File: src/design/stream_fifo.sv
// synchronous valid/ready FIFO with parameter width and depth
module stream_fifo #(
   parameter int unsigned WIDTH = 8,
   parameter int unsigned DEPTH = 32
) (
   // clock and reset
   input  wire logic             clk_i,
   input  wire logic             arst_n_i,
   // fill side
   input  wire logic             in_valid_i,
   output logic                  in_ready_o,
   input  wire logic [WIDTH-1:0] in_data_i,
   // drain side
   output logic                  out_valid_o,
   input  wire logic             out_ready_i,
   output logic      [WIDTH-1:0] out_data_o
);
   localparam int unsigned AW = $clog2(DEPTH);
   logic [WIDTH-1:0] mem_q [DEPTH];
   logic [AW-1:0]    wr_q, wr_d, rd_q, rd_d;
   logic [AW:0]      cnt_q, cnt_d;
   logic             push, pop;

   assign in_ready_o  = (cnt_q < (AW+1)'(DEPTH));
   assign out_valid_o = (cnt_q != '0);
   assign out_data_o  = mem_q[rd_q];

   always_comb begin
      push  = in_valid_i && in_ready_o;
      pop   = out_valid_o && out_ready_i;
      wr_d  = push ? wr_q + 1'b1 : wr_q;
      rd_d  = pop ? rd_q + 1'b1 : rd_q;
      cnt_d = cnt_q + (AW+1)'(push) - (AW+1)'(pop);
   end

   always_ff @(posedge clk_i or negedge arst_n_i) begin
      if (!arst_n_i) begin
         wr_q  <= '0;
         rd_q  <= '0;
         cnt_q <= '0;
      end else begin
         wr_q  <= wr_d;
         rd_q  <= rd_d;
         cnt_q <= cnt_d;
      end
   end

   always_ff @(posedge clk_i) begin
      if (push) begin
         mem_q[wr_q] <= in_data_i;
      end
   end

   full_a: assert property (@(posedge clk_i) disable iff (!arst_n_i)
      cnt_q == (AW+1)'(DEPTH) |-> !in_ready_o)
      else $error("fifo accepts while full");
endmodule

File: config.mk
export PLATFORM = sky130hd
export DESIGN_NAME = stream_fifo
export DESIGN_NICKNAME = d
export VERILOG_FILES = /design/src/design/stream_fifo.sv
export SDC_FILE = /design/constraint.sdc
export NUM_CORES = 1
export LEC_CHECK = 0
export ABC_AREA = 1
export BUFFER_PORTS_ARGS = -buffer_cell sky130_fd_sc_hd__buf_2
export CAP_MARGIN = 20
export CORE_ASPECT_RATIO = 1.25
export CORE_MARGIN = 3
export CORE_UTILIZATION = 55
export CTS_BUF_LIST = sky130_fd_sc_hd__clkbuf_2 sky130_fd_sc_hd__clkbuf_4 sky130_fd_sc_hd__clkbuf_8
export CTS_CLUSTER_DIAMETER = 200
export DETAILED_ROUTE_END_ITERATION = 10
export PLACE_DENSITY_LB_ADDON = 0.25
export SLEW_MARGIN = 20
export SYNTH_ARGS = -nofsm -noshare
export SYNTH_HDL_FRONTEND = slang
export SYNTH_SLANG_ARGS = --single-unit
File: constraint.sdc
create_clock -name clk_i -period 2.74 [get_ports clk_i]
set_input_delay 0.274 -clock clk_i [delete_from_list [all_inputs] [get_ports clk_i]]
set_output_delay 0.274 -clock clk_i [all_outputs]
set_load 0.03 [all_outputs]
==> qor.txt <==
==========================================================================================
Synthesized-area fraction occupied by adder cells                                    1.55%
Worst-skew pair later-pin latency                                                  0.54 ns
Floorplan die width                                                                 137 um
Final Max Tran Viols                                                                     0
Clock edge transition at the registers on the reported setup and hold paths        0.05 ns
CP Launch Type                                                                        flop
Net Count, Synth                                                                      1143
Total setup violations reported at the end of the flow                                   0
Synthesized area                                                                 11800 um2
Total clock buffers created by CTS                                                      41
First-pass GRT wire length                                                        41600 um
Combinational family with the most area after synthesis                       simple AND/OR/NAND/NOR gates
#FFs+latches synth                                                                     272
Number of warning messages in the yosys log                                              0
Count of clock tree sinks                                                              272
Kind of capture point of the worst setup path                                 primary output
Xor-xnor portion of the synthesized cell area                                       0.817%
Power density over cell area                                                   1020 nW/um2
Worst VDD drop                                                                  0.000815 V
Post-DR wirelength/cell                                                            18.5 um
Largest area contributor in the synthesized netlist                           sky130_fd_sc_hd__edfxtp_1
TritonCTS clock tree                                                                   yes
Post-synthesis share of cell area spent on and, or, nand and nor gates               20.4%
Outcome                                                                          completed
Average via count per standard cell                                                   5.36
Initial antenna violation count                                                          0
Relative slew margins                                                                47.3%
Largest net degree at the start of global routing                                      139
Count of routing violations after the opening detailed-route iteration                 667
Overall global routing resource usage                                                23.5%
Number of fillers in the final layout                                                 1683
Max stage delay cell, worst path                                              sky130_fd_sc_hd__dfrtp_4
CP Max Fanout                                                                           69
Fin cells                                                                             1478
Synthesized instance count                                                            1117
Mean post-synth cell area                                                         10.6 um2
Initial cell density of the core                                                     56.2%
Placed Instances                                                                      1397
Highest cell delay on the worst timing path                                        0.57 ns
List of cells traversed by the critical path                                  clkbuf_16 > nand2_1 > nand3_1 > nand3_1 > nand3_1 > nand2_1 > nand2_1 > inv_1 > buf_2
Count of nets after finishing                                                         1200
Compound-Gate Fraction of Synth Area                                                 1.52%
Vias in the first global route                                                        7739
Transition time of the tightest slew-check pin                                    0.787 ns
Layout-stage area growth over the synthesis result                                   12.8%
Multiplexer share of the synthesized area                                               0%
Ratio of cells with drive above 1 in the final layout                                11.9%
Area of the multi-input gates                                                     2890 um2
Total Routed Length                                                               27300 um
Die height                                                                          170 um
CP Class                                                                        reg -> out
Unrepaired setup endpoints after global routing                                      false
Remaining DRCs                                                                           0
Worst endpoint data arrival time                                                   2.41 ns
Number of endpoints with negative hold slack in the final report                         0
Vias post-DR                                                                          7925
Fmax                                                                               373 MHz
Class of the tightest hold or removal check                                      in -> reg
Iteration count of the initial detailed-routing pass                                     7
Port bufs                                                                               21
Gpl congestion                                                                       0.836
Final setup TNS                                                                       0 ns
Total global routing overflow                                                            0
Seq. cell area                                                                    8090 um2
Placed cell area                                                                 12300 um2
Synth unique cells                                                                      24
Number of maximum-capacitance violations                                                 0
Proportion of synthesized chip area in sequential cells                              68.6%
Share of the synthesized area in the top cell type                                   65.2%
Number of primary I/O pins                                                              22
H-tree depth                                                                             2
Antenna fix cells                                                                        0
Die area                                                                         23200 um2
Area of all placed cells without fillers                                         13300 um2
Top area cells in the synthesized netlist                                     sky130_fd_sc_hd__edfxtp_1 (65%), sky130_fd_sc_hd__nand2_1 (12%), sky130_fd_sc_hd__nand3_1 (6.8%)
Clock skew after layout                                                          0.0222 ns
Required time worst endpoint                                                       2.47 ns
Leakage power figure                                                               5.54 nW
Antenna-violating nets left                                                              0
Final worst-path cycle share                                                         97.9%
Final critical-path required period                                                2.68 ns
Number of buffers between clock root and the deepest sink                                3
HPWL after detailed placement                                                     15400 um
Placeable Area                                                                   21000 um2
Clock root buffer                                                             sky130_fd_sc_hd__clkbuf_8
Total number of placement rows                                                          59
Post-layout utilization of the core                                                  63.4%
==========================================================================================
## registers in the layout, indices dropped and copies added, names as in the netlist
register and flops:
cnt_q 6, mem_q 256, wr_q 5, rd_q 5
## where the power goes
group	internal, mW	switching (mW)
logic	1.64	3.66
clock network	1.79	1.50
registers	4.83	0.198
total	8.26	5.36
## through the flow
step	hold slack, ns	worst slack (ns)	power (mW)
floorplan	-0.0216	0.0823	8.47
global placement	0.211	0.362	9.91
detailed placement	0.217	0.273	9.99
CTS	0.0604	0.0000191	13.3
global route	0.100	0.00143	14.4
finish	0.0844	0.0569	13.6
## cell usage after synthesis
cell                       instances
sky130_fd_sc_hd__buf_6             1
sky130_fd_sc_hd__a21o_1            1
sky130_fd_sc_hd__nand4_1           2
sky130_fd_sc_hd__edfxtp_1        256
sky130_fd_sc_hd__ha_1             13
sky130_fd_sc_hd__inv_2             2
sky130_fd_sc_hd__fa_1              1
sky130_fd_sc_hd__dfrtp_1          16
sky130_fd_sc_hd__o21ai_0           2
sky130_fd_sc_hd__a21oi_1          19
sky130_fd_sc_hd__nand2_1         368
sky130_fd_sc_hd__nand2_2           1
sky130_fd_sc_hd__clkbuf_1          6
sky130_fd_sc_hd__xor2_1            9
sky130_fd_sc_hd__xnor2_1           2
sky130_fd_sc_hd__clkinv_1          3
sky130_fd_sc_hd__o211ai_1          8
sky130_fd_sc_hd__buf_2            36
sky130_fd_sc_hd__buf_4             5
sky130_fd_sc_hd__a31oi_1           1
sky130_fd_sc_hd__nor2_1           55
sky130_fd_sc_hd__buf_1             1
sky130_fd_sc_hd__nand3_1         160
sky130_fd_sc_hd__inv_1           149
## cells by family after synthesis
kind of cell,Yosys count
xor+xnor,11
flops,272
compound gates,31
simple gates,586
fa+ha+maj,14
buf+inv,203
## worst paths after layout
| kind | from | endpoint | slack (ns) | cells past startpoint |
|---|---|---|---|---|
| setup reg to reg | cnt_q[4] | cnt_q[4] | 0.27 | 15 |
| hold / removal | out_ready_i | rd_q[0] | 0.08 | 3 |
| max in group asynchronous | arst_n_i | rd_q[0] | 2.21 | 2 |
| min in group asynchronous | arst_n_i | rd_q[3] | 0.20 | 2 |
| hold reg to reg | cnt_q[0] | cnt_q[0] | 0.53 | 1 |
| setup / recovery | rd_q[0] | out_data_o[5] | 0.06 | 9 |
## worst max-delay path, delay by kind of cell, from the launching register on
| kind | cells | cell delay [ns] |
|---|---|---|
| simple gates | 6 | 0.73 |
| buf+inv | 3 | 0.53 |
| flops | 1 | 0.57 |
## area by class of cell
class                      count  share of cell area (%)
inverter                     154                    4.46
tap                          274                    2.58
multi-input combinational    642                    21.7
clock inverter                12                   0.442
sequential                   272                    60.9
timing repair inverter         1                  0.0659
timing repair buffer          62                    4.11
clock buffer                  61                    5.75
## cell usage in the layout, fill, tap and decap left out, types with 8 or more instances in the layout
cell and instances:
sky130_fd_sc_hd__nand2_1 367, sky130_fd_sc_hd__buf_4 30, sky130_fd_sc_hd__xor2_1 9, sky130_fd_sc_hd__a21oi_1 19, sky130_fd_sc_hd__ha_1 13, sky130_fd_sc_hd__edfxtp_1 256
sky130_fd_sc_hd__clkbuf_4 13, sky130_fd_sc_hd__buf_2 20, sky130_fd_sc_hd__nand3_1 159, sky130_fd_sc_hd__clkbuf_8 49, sky130_fd_sc_hd__nor2_1 49, sky130_fd_sc_hd__o211ai_1 8
sky130_fd_sc_hd__inv_1 148, sky130_fd_sc_hd__dfrtp_1 14, sky130_fd_sc_hd__clkinv_1 9
## per-layer routing
metal  GRT usage, %  share of wire [%]  vias to the layer above
met5              0                  0                        -
met4           9.29                3.3                        0
met3           3.29                6.0                       60
met2           39.5                 51                      292
met1           30.9                 40                     3795
li1               -                  -                     3778
## what timing repair did
item / in CTS / in global routing
gates resized for setup: 3 / 14
setup endpoints to repair: 8 / 8
hold endpoints to repair: 16 / 0
hold buffers: 1 / 0
cloned: 0 / 4
setup buffers: 0 / 3
No activity file was read; power rests on OpenSTA's default activity.
